==> src/core/mmv_pkg.sv <==
// constants and types for the memory map and vector decoder
// Function
// - instruction space: 64K words of 32 bits
// - separate X and Y data spaces, 64K x 16
// - instruction 0x0000-0x00ff selects boot ROM
// - instruction 0x200-0x23f is vector area
// - four instruction addresses per interrupt source
// - after reset, fetch starts at 0x200
// - large-RAM: 0x0240-0x0fff instruction RAM
// - large-RAM: 0x4000-0xbfff second instruction RAM
// - mask-ROM: instruction RAM ends at 0x05ff
// - mask-ROM: instruction ROM ends at 0xbeff
// - data 0x3800-0x383f is peripheral window
// - large-RAM: data RAM 0x0000-0x0fff, 0x2000-0x2fff
// - large-RAM: data RAM 0x4000-0x7fff
// - large-RAM: data 0x8000 upward is external
// - mask-ROM: data RAM 0x0000-0x0bff
// - mask-ROM: read-only data ROM from 0x4000
// - external-port ROM variant: 0xc000 up external
// - peripheral registers 0x3800-0x3808, rest reserved
// - peripheral reached alike from X or Y
package mmv_pkg;

  // product variants
  typedef enum logic [1:0] {
    MMV_VAR_LARGE_RAM = 2'b00,
    MMV_VAR_ROM_NOEXT = 2'b01,
    MMV_VAR_ROM_EXT   = 2'b10
  } mmv_var_t;

  // instruction-side targets
  typedef enum logic [2:0] {
    MMV_I_RSVD   = 3'b000,
    MMV_I_BOOT   = 3'b001,
    MMV_I_VEC    = 3'b010,
    MMV_I_RAM_LO = 3'b011,
    MMV_I_RAM_HI = 3'b100,
    MMV_I_ROM    = 3'b101
  } mmv_itgt_t;

  // data-side targets
  typedef enum logic [2:0] {
    MMV_D_RSVD    = 3'b000,
    MMV_D_RAM_LO  = 3'b001,
    MMV_D_RAM_MID = 3'b010,
    MMV_D_RAM_HI  = 3'b011,
    MMV_D_ROM     = 3'b100,
    MMV_D_PER     = 3'b101,
    MMV_D_EXT     = 3'b110
  } mmv_dtgt_t;

  // widths
  localparam int AW  = 16;
  localparam int IW  = 32;
  localparam int DW  = 16;
  localparam int NPR = 9;

  // instruction map
  localparam logic [15:0] I_BOOT_HI    = 16'h00ff;
  localparam logic [15:0] I_VEC_LO     = 16'h0200;
  localparam logic [15:0] I_VEC_HI     = 16'h023f;
  localparam logic [15:0] I_RAM_LO     = 16'h0240;
  localparam logic [15:0] I_RAM_END_L  = 16'h0fff;
  localparam logic [15:0] I_RAM_END_R  = 16'h05ff;
  localparam logic [15:0] I_HI_LO      = 16'h4000;
  localparam logic [15:0] I_RAM_HI_END = 16'hbfff;
  localparam logic [15:0] I_ROM_END    = 16'hbeff;

  // vectors
  localparam logic [15:0] RESET_VEC    = 16'h0200;
  localparam logic [15:0] SRC_VEC_BASE = 16'h0210;
  localparam logic [3:0]  NUM_SRC      = 4'ha;

  // data map
  localparam logic [15:0] D_RAM_END_L  = 16'h0fff;
  localparam logic [15:0] D_RAM_END_R  = 16'h0bff;
  localparam logic [15:0] D_MID_LO     = 16'h2000;
  localparam logic [15:0] D_MID_HI     = 16'h2fff;
  localparam logic [15:0] D_PER_LO     = 16'h3800;
  localparam logic [15:0] D_PER_LAST   = 16'h3808;
  localparam logic [15:0] D_HI_LO      = 16'h4000;
  localparam logic [15:0] D_HI_END     = 16'h7fff;
  localparam logic [15:0] D_EXT_LO_L   = 16'h8000;
  localparam logic [15:0] D_EXT_LO_R   = 16'hc000;

  // decode results
  typedef struct packed {
    mmv_itgt_t   tgt;
    logic [15:0] idx;
  } mmv_idec_t;

  typedef struct packed {
    mmv_dtgt_t   tgt;
    logic [15:0] idx;
  } mmv_ddec_t;

endpackage

==> src/core/mmv_decode.sv <==
// memory map decoder and vector entry generator
`timescale 1ns/1ps
`default_nettype none

module mmv_decode #(
  parameter mmv_pkg::mmv_var_t VARIANT = mmv_pkg::MMV_VAR_LARGE_RAM
) (
  // clock and reset
  input  wire logic        i_clk_sys,
  input  wire logic        i_sys_rst,
  // instruction fetch
  input  wire logic        i_if_req,
  input  wire logic [15:0] i_if_addr,
  input  wire logic [31:0] i_if_mem_data,
  output logic [2:0]       o_if_tgt,
  output logic [15:0]      o_if_idx,
  output logic             o_if_vld,
  output logic             o_if_dv,
  output logic [31:0]      o_if_data,
  // interrupt entry
  input  wire logic        i_irq_vld,
  input  wire logic [3:0]  i_irq_src,
  output logic             o_entry_vld,
  output logic [15:0]      o_entry_addr,
  // x data space
  input  wire logic        i_x_req,
  input  wire logic        i_x_we,
  input  wire logic [15:0] i_x_addr,
  input  wire logic [15:0] i_x_mem_data,
  output logic [2:0]       o_x_tgt,
  output logic [15:0]      o_x_idx,
  output logic             o_x_we,
  output logic             o_x_dv,
  output logic [15:0]      o_x_data,
  // y data space
  input  wire logic        i_y_req,
  input  wire logic        i_y_we,
  input  wire logic [15:0] i_y_addr,
  input  wire logic [15:0] i_y_mem_data,
  output logic [2:0]       o_y_tgt,
  output logic [15:0]      o_y_idx,
  output logic             o_y_we,
  output logic             o_y_dv,
  output logic [15:0]      o_y_data,
  // peripheral register selects
  output logic [8:0]       o_per_sel,
  output logic             o_per_we,
  output logic             o_per_y
);

  ////////////////////////////////////////////////////////////////////////
  // variant flags
  localparam logic LARGE = (VARIANT == mmv_pkg::MMV_VAR_LARGE_RAM);
  localparam logic EXTP  = (VARIANT == mmv_pkg::MMV_VAR_ROM_EXT);

  // all state of the block
  typedef struct packed {
    logic                booted;   // reset entry issued
    logic                ent_vld;  // entry pulse
    logic [15:0]         ent_addr; // entry address
    logic                if_vld;   // fetch decoded
    mmv_pkg::mmv_itgt_t  if_tgt;   // fetch target
    logic [15:0]         if_idx;   // offset in target
    logic                if_dv;    // fetch data valid
    logic [31:0]         if_data;  // fetch data
    logic                x_rd;     // x read decoded
    mmv_pkg::mmv_dtgt_t  x_tgt;    // x target
    logic [15:0]         x_idx;    // x offset
    logic                x_we;     // x gated write
    logic                x_dv;     // x read data valid
    logic [15:0]         x_data;   // x read data
    logic                y_rd;     // y read decoded
    mmv_pkg::mmv_dtgt_t  y_tgt;    // y target
    logic [15:0]         y_idx;    // y offset
    logic                y_we;     // y gated write
    logic                y_dv;     // y read data valid
    logic [15:0]         y_data;   // y read data
    logic [8:0]          per_sel;  // one-hot register
    logic                per_we;   // register write
    logic                per_y;    // access came from y
  } mmv_st_t;

  mmv_st_t st_r;   // registered state
  mmv_st_t st_nxt; // next state

  ////////////////////////////////////////////////////////////////////////
  // instruction address decode, 16-bit address, 32-bit words
  function automatic mmv_pkg::mmv_idec_t idec(input logic [15:0] a);
    mmv_pkg::mmv_idec_t d;
    d.tgt = mmv_pkg::MMV_I_RSVD;
    d.idx = 16'h0000;
    if (a <= mmv_pkg::I_BOOT_HI) begin
      // boot ROM in every variant
      d.tgt = mmv_pkg::MMV_I_BOOT;
      d.idx = a;
    end else if (a >= mmv_pkg::I_VEC_LO && a <= mmv_pkg::I_VEC_HI) begin
      // vector area
      d.tgt = mmv_pkg::MMV_I_VEC;
      d.idx = a - mmv_pkg::I_VEC_LO;
    end else if (LARGE && a >= mmv_pkg::I_RAM_LO &&
                 a <= mmv_pkg::I_RAM_END_L) begin
      // low instruction RAM, large part
      d.tgt = mmv_pkg::MMV_I_RAM_LO;
      d.idx = a - mmv_pkg::I_RAM_LO;
    end else if (!LARGE && a >= mmv_pkg::I_RAM_LO &&
                 a <= mmv_pkg::I_RAM_END_R) begin
      // instruction RAM, ROM parts
      d.tgt = mmv_pkg::MMV_I_RAM_LO;
      d.idx = a - mmv_pkg::I_RAM_LO;
    end else if (LARGE && a >= mmv_pkg::I_HI_LO &&
                 a <= mmv_pkg::I_RAM_HI_END) begin
      // second instruction RAM
      d.tgt = mmv_pkg::MMV_I_RAM_HI;
      d.idx = a - mmv_pkg::I_HI_LO;
    end else if (!LARGE && a >= mmv_pkg::I_HI_LO &&
                 a <= mmv_pkg::I_ROM_END) begin
      // instruction ROM, reserved above
      d.tgt = mmv_pkg::MMV_I_ROM;
      d.idx = a - mmv_pkg::I_HI_LO;
    end
    return d;
  endfunction

  // data address decode, shared by x and y
  function automatic mmv_pkg::mmv_ddec_t ddec(input logic [15:0] a);
    mmv_pkg::mmv_ddec_t d;
    d.tgt = mmv_pkg::MMV_D_RSVD;
    d.idx = 16'h0000;
    if (a <= (LARGE ? mmv_pkg::D_RAM_END_L : mmv_pkg::D_RAM_END_R)) begin
      // low data RAM
      d.tgt = mmv_pkg::MMV_D_RAM_LO;
      d.idx = a;
    end else if (LARGE && a >= mmv_pkg::D_MID_LO &&
                 a <= mmv_pkg::D_MID_HI) begin
      // middle data RAM, large part only
      d.tgt = mmv_pkg::MMV_D_RAM_MID;
      d.idx = a - mmv_pkg::D_MID_LO;
    end else if (a >= mmv_pkg::D_PER_LO && a <= mmv_pkg::D_PER_LAST) begin
      // live peripheral registers, rest of window reserved
      d.tgt = mmv_pkg::MMV_D_PER;
      d.idx = a - mmv_pkg::D_PER_LO;
    end else if (a >= mmv_pkg::D_HI_LO && a <= mmv_pkg::D_HI_END) begin
      // RAM on large part, ROM otherwise
      d.tgt = LARGE ? mmv_pkg::MMV_D_RAM_HI : mmv_pkg::MMV_D_ROM;
      d.idx = a - mmv_pkg::D_HI_LO;
    end else if (LARGE && a >= mmv_pkg::D_EXT_LO_L) begin
      // 32K external words
      d.tgt = mmv_pkg::MMV_D_EXT;
      d.idx = a - mmv_pkg::D_EXT_LO_L;
    end else if (EXTP && a >= mmv_pkg::D_EXT_LO_R) begin
      // 16K external words on the external-port ROM part
      d.tgt = mmv_pkg::MMV_D_EXT;
      d.idx = a - mmv_pkg::D_EXT_LO_R;
    end
    return d;
  endfunction

  // writable targets: not reserved, not ROM
  function automatic logic wr_ok(input mmv_pkg::mmv_dtgt_t t);
    return (t != mmv_pkg::MMV_D_RSVD) && (t != mmv_pkg::MMV_D_ROM);
  endfunction

  // one-hot peripheral register select
  function automatic logic [8:0] per_onehot(input logic [15:0] idx);
    return 9'h001 << idx[3:0];
  endfunction

  ////////////////////////////////////////////////////////////////////////
  // next-state logic
  always_comb begin
    mmv_pkg::mmv_idec_t id;
    mmv_pkg::mmv_ddec_t xd;
    mmv_pkg::mmv_ddec_t yd;
    logic               x_per;
    logic               y_per;
    id     = idec(i_if_addr);
    xd     = ddec(i_x_addr);
    yd     = ddec(i_y_addr);
    x_per  = i_x_req && (xd.tgt == mmv_pkg::MMV_D_PER);
    y_per  = i_y_req && (yd.tgt == mmv_pkg::MMV_D_PER);
    st_nxt = st_r;

    // entry generation; reset entry goes first
    st_nxt.booted  = 1'b1;
    st_nxt.ent_vld = 1'b0;
    if (!st_r.booted) begin
      // first cycle after reset: reset vector
      st_nxt.ent_vld  = 1'b1;
      st_nxt.ent_addr = mmv_pkg::RESET_VEC;
    end else if (i_irq_vld && i_irq_src < mmv_pkg::NUM_SRC) begin
      // four-word slot per source
      st_nxt.ent_vld  = 1'b1;
      st_nxt.ent_addr = mmv_pkg::SRC_VEC_BASE + {10'h000, i_irq_src, 2'b00};
    end

    // instruction side: decode, then data one cycle later
    st_nxt.if_vld  = i_if_req;
    st_nxt.if_tgt  = i_if_req ? id.tgt : mmv_pkg::MMV_I_RSVD;
    st_nxt.if_idx  = i_if_req ? id.idx : 16'h0000;
    st_nxt.if_dv   = st_r.if_vld;
    // reserved fetch reads zero
    st_nxt.if_data = (st_r.if_vld && st_r.if_tgt != mmv_pkg::MMV_I_RSVD)
                     ? i_if_mem_data : 32'h0000_0000;

    // x space
    st_nxt.x_rd   = i_x_req && !i_x_we;
    st_nxt.x_tgt  = i_x_req ? xd.tgt : mmv_pkg::MMV_D_RSVD;
    st_nxt.x_idx  = i_x_req ? xd.idx : 16'h0000;
    st_nxt.x_we   = i_x_req && i_x_we && wr_ok(xd.tgt);
    st_nxt.x_dv   = st_r.x_rd;
    st_nxt.x_data = (st_r.x_rd && st_r.x_tgt != mmv_pkg::MMV_D_RSVD)
                    ? i_x_mem_data : 16'h0000;

    // y space
    st_nxt.y_rd   = i_y_req && !i_y_we;
    st_nxt.y_tgt  = i_y_req ? yd.tgt : mmv_pkg::MMV_D_RSVD;
    st_nxt.y_idx  = i_y_req ? yd.idx : 16'h0000;
    st_nxt.y_we   = i_y_req && i_y_we && wr_ok(yd.tgt);
    st_nxt.y_dv   = st_r.y_rd;
    st_nxt.y_data = (st_r.y_rd && st_r.y_tgt != mmv_pkg::MMV_D_RSVD)
                    ? i_y_mem_data : 16'h0000;

    // peripheral select: same register from either space
    if (x_per) begin
      // x served if both collide, a case software avoids
      st_nxt.per_sel = per_onehot(xd.idx);
      st_nxt.per_we  = i_x_we;
      st_nxt.per_y   = 1'b0;
    end else if (y_per) begin
      // y access to the window
      st_nxt.per_sel = per_onehot(yd.idx);
      st_nxt.per_we  = i_y_we;
      st_nxt.per_y   = 1'b1;
    end else begin
      // no peripheral access
      st_nxt.per_sel = 9'h000;
      st_nxt.per_we  = 1'b0;
      st_nxt.per_y   = 1'b0;
    end
  end

  ////////////////////////////////////////////////////////////////////////
  // state register
  always_ff @(posedge i_clk_sys or posedge i_sys_rst) begin
    if (i_sys_rst) begin
      st_r <= '0;
    end else begin
      st_r <= st_nxt;
    end
  end

  // outputs straight from the state register
  assign o_if_tgt     = st_r.if_tgt;
  assign o_if_idx     = st_r.if_idx;
  assign o_if_vld     = st_r.if_vld;
  assign o_if_dv      = st_r.if_dv;
  assign o_if_data    = st_r.if_data;
  assign o_entry_vld  = st_r.ent_vld;
  assign o_entry_addr = st_r.ent_addr;
  assign o_x_tgt      = st_r.x_tgt;
  assign o_x_idx      = st_r.x_idx;
  assign o_x_we       = st_r.x_we;
  assign o_x_dv       = st_r.x_dv;
  assign o_x_data     = st_r.x_data;
  assign o_y_tgt      = st_r.y_tgt;
  assign o_y_idx      = st_r.y_idx;
  assign o_y_we       = st_r.y_we;
  assign o_y_dv       = st_r.y_dv;
  assign o_y_data     = st_r.y_data;
  assign o_per_sel    = st_r.per_sel;
  assign o_per_we     = st_r.per_we;
  assign o_per_y      = st_r.per_y;
endmodule // mmv_decode

`default_nettype wire

==> config.mk <==
export PLATFORM = sky130hd
export DESIGN_NAME = mmv_decode
export DESIGN_NICKNAME = d
export VERILOG_FILES = /design/src/core/mmv_pkg.sv /design/src/core/mmv_decode.sv
export SDC_FILE = /design/constraint.sdc
export NUM_CORES = 1
export LEC_CHECK = 0
export BUFFER_PORTS_ARGS = -buffer_cell sky130_fd_sc_hd__buf_2
export CAP_MARGIN = 5
export CELL_PAD_IN_SITES_DETAIL_PLACEMENT = 1
export CELL_PAD_IN_SITES_GLOBAL_PLACEMENT = 1
export CORE_ASPECT_RATIO = 0.6
export CORE_MARGIN = 2
export CORE_UTILIZATION = 25
export CTS_BUF_LIST = sky130_fd_sc_hd__clkbuf_2
export DETAILED_ROUTE_END_ITERATION = 6
export PLACE_DENSITY = 0.63
export SLEW_MARGIN = 5
export SYNTH_ARGS = -nofsm -noshare
export SYNTH_HDL_FRONTEND = slang
export SYNTH_SLANG_ARGS = --single-unit
==> constraint.sdc <==
create_clock -name i_clk_sys -period 10.65 [get_ports i_clk_sys]
set_input_delay 0 -clock i_clk_sys [delete_from_list [all_inputs] [get_ports i_clk_sys]]
set_output_delay 0 -clock i_clk_sys [all_outputs]
set_load 0.02 [all_outputs]
==> results of run 1 <==
[metrics by stage]
step / hold slack [ns] / worst slack (ns) / utilization (%) / instance area [sq um] / cells
3_5_place_dp: 0.189 / 7.74 / 27.9 / 8390 / 1262
2_1_floorplan: 0.0314 / 6.67 / - / 7680 / 746
3_3_place_gp: 0.187 / 7.78 / 27.9 / 8390 / 1262
[logic make-up after synthesis]
family,Yosys count
AO/OA/AOI/OAI,105
adder cells (fa/ha/maj),27
other,2
AND/OR/NAND/NOR,257
flip-flops,148
XOR/XNOR,2
multiplexers,6
buffers and inverters,190
==> impl_metrics.env, run 1 <==
export IMPL_status="aborted with a tool error"
export IMPL_lastStage="clock tree synthesis (4_1_cts)"
export IMPL_error_line="[ERROR RSZ-0060] Max buffer count reached."
export IMPL_ys_warn_count=0
export IMPL_yosys_area_share_simple_pct=19.3
export IMPL_synth_distinct_cells=64
export IMPL_synth_area_mux_share_pct=0.785
export IMPL_synth_xor_area_share_pct=0.229
export IMPL_cts_root_buf="clkbuf_2"
export IMPL_synth_edff_count=0
export IMPL_num_io_pins=279
export IMPL_synth_area_sq_um=7650
export IMPL_portBuffers=268
export IMPL_synth_common_cells="dfrtp_1 (148), buf_4 (146), and2_1 (97)"
export IMPL_synth_most_common_cell="dfrtp_1"
export IMPL_ys_flop_type="dfrtp_1"
export IMPL_synth_top_family_by_area="simple AND/OR/NAND/NOR gates"
export IMPL_start_util_pct=25.5
export IMPL_yosysSeqAreaShare_pct=48.4
export IMPL_htree_levels=4
export IMPL_cts_sinks=148
export IMPL_synth_compound_area_share_pct=10.2
export IMPL_clockBufferDepth=2
export IMPL_die_height_microns=140
export IMPL_dp_hpwl_microns=17700
export IMPL_rows=49
export IMPL_synth_fa_ha_area_share_pct=4.42
export IMPL_async_reset_ff_share_pct=100
export IMPL_die_x_microns=230
export IMPL_synth_area_top_cells="dfrtp_1 (48%), buf_4 (14%), and2_1 (7.9%)"
export IMPL_holdBufCountCts=261
export IMPL_synth_seq_cells=148
export IMPL_post_cts_buffers=0
export IMPL_synthCells=737
export IMPL_syn_area_per_cell_sq_um=10.4
export IMPL_synth_top_cell_area_share_pct=48.4
export IMPL_cts_resized_gates=0
export IMPL_cts_inserted_buffers=17
export IMPL_synth_top_cell_by_area="dfrtp_1"
export IMPL_place_gp_congestion=0.879
==> run 2, diff against run 1 <==
- CELL_PAD_IN_SITES_DETAIL_PLACEMENT: 1 -> default
- CELL_PAD_IN_SITES_GLOBAL_PLACEMENT: 1 -> default
- CORE_ASPECT_RATIO: 0.6 -> default
- CORE_UTILIZATION: 25 -> 20
- CTS_BUF_LIST: sky130_fd_sc_hd__clkbuf_2 -> default
- PLACE_DENSITY: 0.63 -> default
- PLACE_DENSITY_LB_ADDON: default -> 0.15
==> run 2 against run 1 <==
  * The run now ends clean
  * Synthesized cell count unchanged
  * Area after synthesis unchanged
==> impl_metrics.env, run 2 <==
export IMPL_status="finished, final reports clean"
export IMPL_max_slew_margin_rel_pct=35.5
export IMPL_vias_per_cell=3.93
export IMPL_grt_max_degree=86
export IMPL_dp_hpwl_microns=17100
export IMPL_place_gp_congestion=0.839
export IMPL_synth_distinct_cells=64
export IMPL_yosysSeqAreaShare_pct=48.4
export IMPL_fp_dieArea_sq_um=39800
export IMPL_num_antenna_cells=0
export IMPL_drtAntennaViolNets=0
export IMPL_synth_seq_cells=148
export IMPL_tightestPinTransition_ns=0.967
export IMPL_cp_start_kind="input port"
export IMPL_stdcell_area_sq_um=10300
export IMPL_arrival_ns=3.88
export IMPL_setup_viol=0
export IMPL_end_kind="flip-flop"
export IMPL_die_height_microns=200
export IMPL_ff2ff_setup_slack_ns=9.18
export IMPL_grt_pass1_wl_microns=35100
export IMPL_wl_microns=23300
export IMPL_fp_coreArea_sq_um=37700
export IMPL_rsz0062_at_grt="no"
export IMPL_timing_final_crit_period_ns=3.50
export IMPL_drive_gt1_share_pct=31.6
export IMPL_synth_most_common_cell="dfrtp_1"
export IMPL_wl_per_cell_microns=15.4
export IMPL_cts_inserted_buffers=17
export IMPL_grtUsageMet2_pct=18.9
export IMPL_peakVddDrop_mv=0.110
export IMPL_portBuffers=268
export IMPL_synth_area_sq_um=7650
export IMPL_tns_ns=0
export IMPL_num_io_pins=279
export IMPL_synth_top_cell_area_share_pct=48.4
export IMPL_area_delta_synth_final_pct=35.1
export IMPL_route_detailed_drc=0
export IMPL_first_iter_violations=220
export IMPL_clkTransAtPathRegs_ns=0.07
export IMPL_cts_root_buf="clkbuf_16"
export IMPL_cap_violations=0
export IMPL_via_count=5972
export IMPL_cp_buffers_inverters=4
export IMPL_start_util_pct=20.3
export IMPL_ys_warn_count=0
export IMPL_cts_resized_gates=0
export IMPL_whs_ns=0.0345
export IMPL_synth_area_top_cells="dfrtp_1 (48%), buf_4 (14%), and2_1 (7.9%)"
export IMPL_cpPeakStageDelay_ns=0.78
export IMPL_p_per_area_nw_per_um2=140
export IMPL_first_global_vias=6049
export IMPL_fin_skew_ns=0.00778
export IMPL_worstPathMaxFanout=15
export IMPL_clockBufferDepth=2
export IMPL_leakagePower_nw=5.19
export IMPL_met3_usage_pct=3.71
export IMPL_largest_reg_flops=32
export IMPL_synthCells=737
export IMPL_fin_nets=1147
export IMPL_async_reset_ff_share_pct=100
export IMPL_htree_levels=4
export IMPL_busiest_layer="met2"
export IMPL_slew_violations=0
export IMPL_crit_top_cell="dlygate4sd3_1"
export IMPL_worstPathRequired_ns=11.03
export IMPL_hp_class="input port to flip-flop"
export IMPL_final_hold_viol_count=0
export IMPL_place_area_sq_um=8520
export IMPL_final_cell_mix="buf_2 (268), dfrtp_1 (148), dlygate4sd3_1 (123)"
export IMPL_clock_fmax_mhz=285
export IMPL_met1_usage_pct=15.1
export IMPL_ys_flop_type="dfrtp_1"
export IMPL_critPathTopFamily="compound AO/OA/AOI/OAI gates"
export IMPL_rows=71
export IMPL_grt_total_usage_pct=11.8
export IMPL_antenna_found_initial=0
export IMPL_synth_top_cell_by_area="dfrtp_1"
export IMPL_clk_latency_ns=0.44
export IMPL_synth_edff_count=0
export IMPL_worstSetupPathType="input port to flip-flop"
export IMPL_total_power_mw=1.45
export IMPL_final_common_cell="buf_2"
export IMPL_cts_sinks=148
export IMPL_cts_tree="done"
export IMPL_slowest_stage="a211oi_2"
export IMPL_die_x_microns=200
export IMPL_drt_pass1_iterations=4
export IMPL_synth_common_cells="dfrtp_1 (148), buf_4 (146), and2_1 (97)"
export IMPL_period_share_pct=32.9
export IMPL_crit_chain="dlygate4sd3_1, buf_2, inv_1, ha_1, nor2b_1, a32oi_1, a211oi_2, o2111ai_1, or4b_4, o32ai_2, dlygate4sd3_1"
export IMPL_syn_area_per_cell_sq_um=10.4
export IMPL_grt_overflow=0
-- run 2: cell counts after synthesis --
No cell type changed its count.
-- run 2: final cells by class --
type | count | area, sq um
Fill cell | 4115 | 27300
Sequential cell | 148 | 3700
Multi-Input combinational cell | 408 | 2710
Timing Repair Buffer | 392 | 2580
Tap cell | 511 | 639
Clock buffer | 17 | 425
Clock inverter | 14 | 164
Inverter | 29 | 114
-- run 2: worst register-to-register path, delay by kind of cell, from the launching register on --
kind / cells / cell delay [ns]
DFF: 1 / 0.37
AOI/OAI and AO/OA: 1 / 0.78
and+or+nand+nor: 1 / 0.25
-- run 2: cells by family after synthesis --
logic type,after synthesis,synth area share (%)
other,2,0.0982
adders and majority gates,27,4.42
muxes,6,0.785
DFF,148,48.4
xor gates and xnor gates,2,0.229
and+or+nand+nor,257,19.3
buffers and inverters,190,16.6
AOI/OAI and AO/OA,105,10.2
-- run 2: layer usage --
layer | part of all wire [%] | vias up
met4 | 1.3 | 0
li1 | - | 2869
met3 | 5.6 | 14
met2 | 48 | 186
met5 | 0 | -
met1 | 45 | 2903
-- run 2: stage by stage --
step / worst slack (ns) / utilization, % / cells
global route: 6.92 / 27.4 / 1519
CTS: 7.16 / 27.4 / 1519
global placement: 7.82 / 22.6 / 1365
detailed placement: 7.75 / 22.6 / 1365
floorplan: 6.67 / - / 746
finish: 7.15 / 27.4 / 1519
-- run 2: worst paths after layout --
kind | depth (start not counted) | end | from
min reg2reg | 0 | o_y_dv$_DFF_PP0_ | st_nxt[27]$_DFF_PP0_
min in group asynchronous | 3 | o_if_data[1]$_DFF_PP0_ | i_sys_rst
max in group asynchronous | 4 | o_per_sel[4]$_DFF_PP0_ | i_sys_rst
max | 11 | o_per_sel[1]$_DFF_PP0_ | i_y_addr[14]
min | 4 | o_entry_addr[5]$_DFFE_PP0P_ | i_irq_src[3]
max reg2reg | 2 | o_if_data[2]$_DFF_PP0_ | o_if_vld$_DFF_PP0_
-- run 2: what timing repair did --
action,CTS,global route
endpoints found under the hold margin,223,0
setup buffers,0,0
hold buffers,123,0
-- run 2: power breakdown --
| group | switching, mW | internal, mW |
|---|---|---|
| clock network | 0.257 | 0.365 |
| registers | 0.00758 | 0.588 |
| logic | 0.134 | 0.0941 |
No activity file was read; power rests on OpenSTA's default activity.
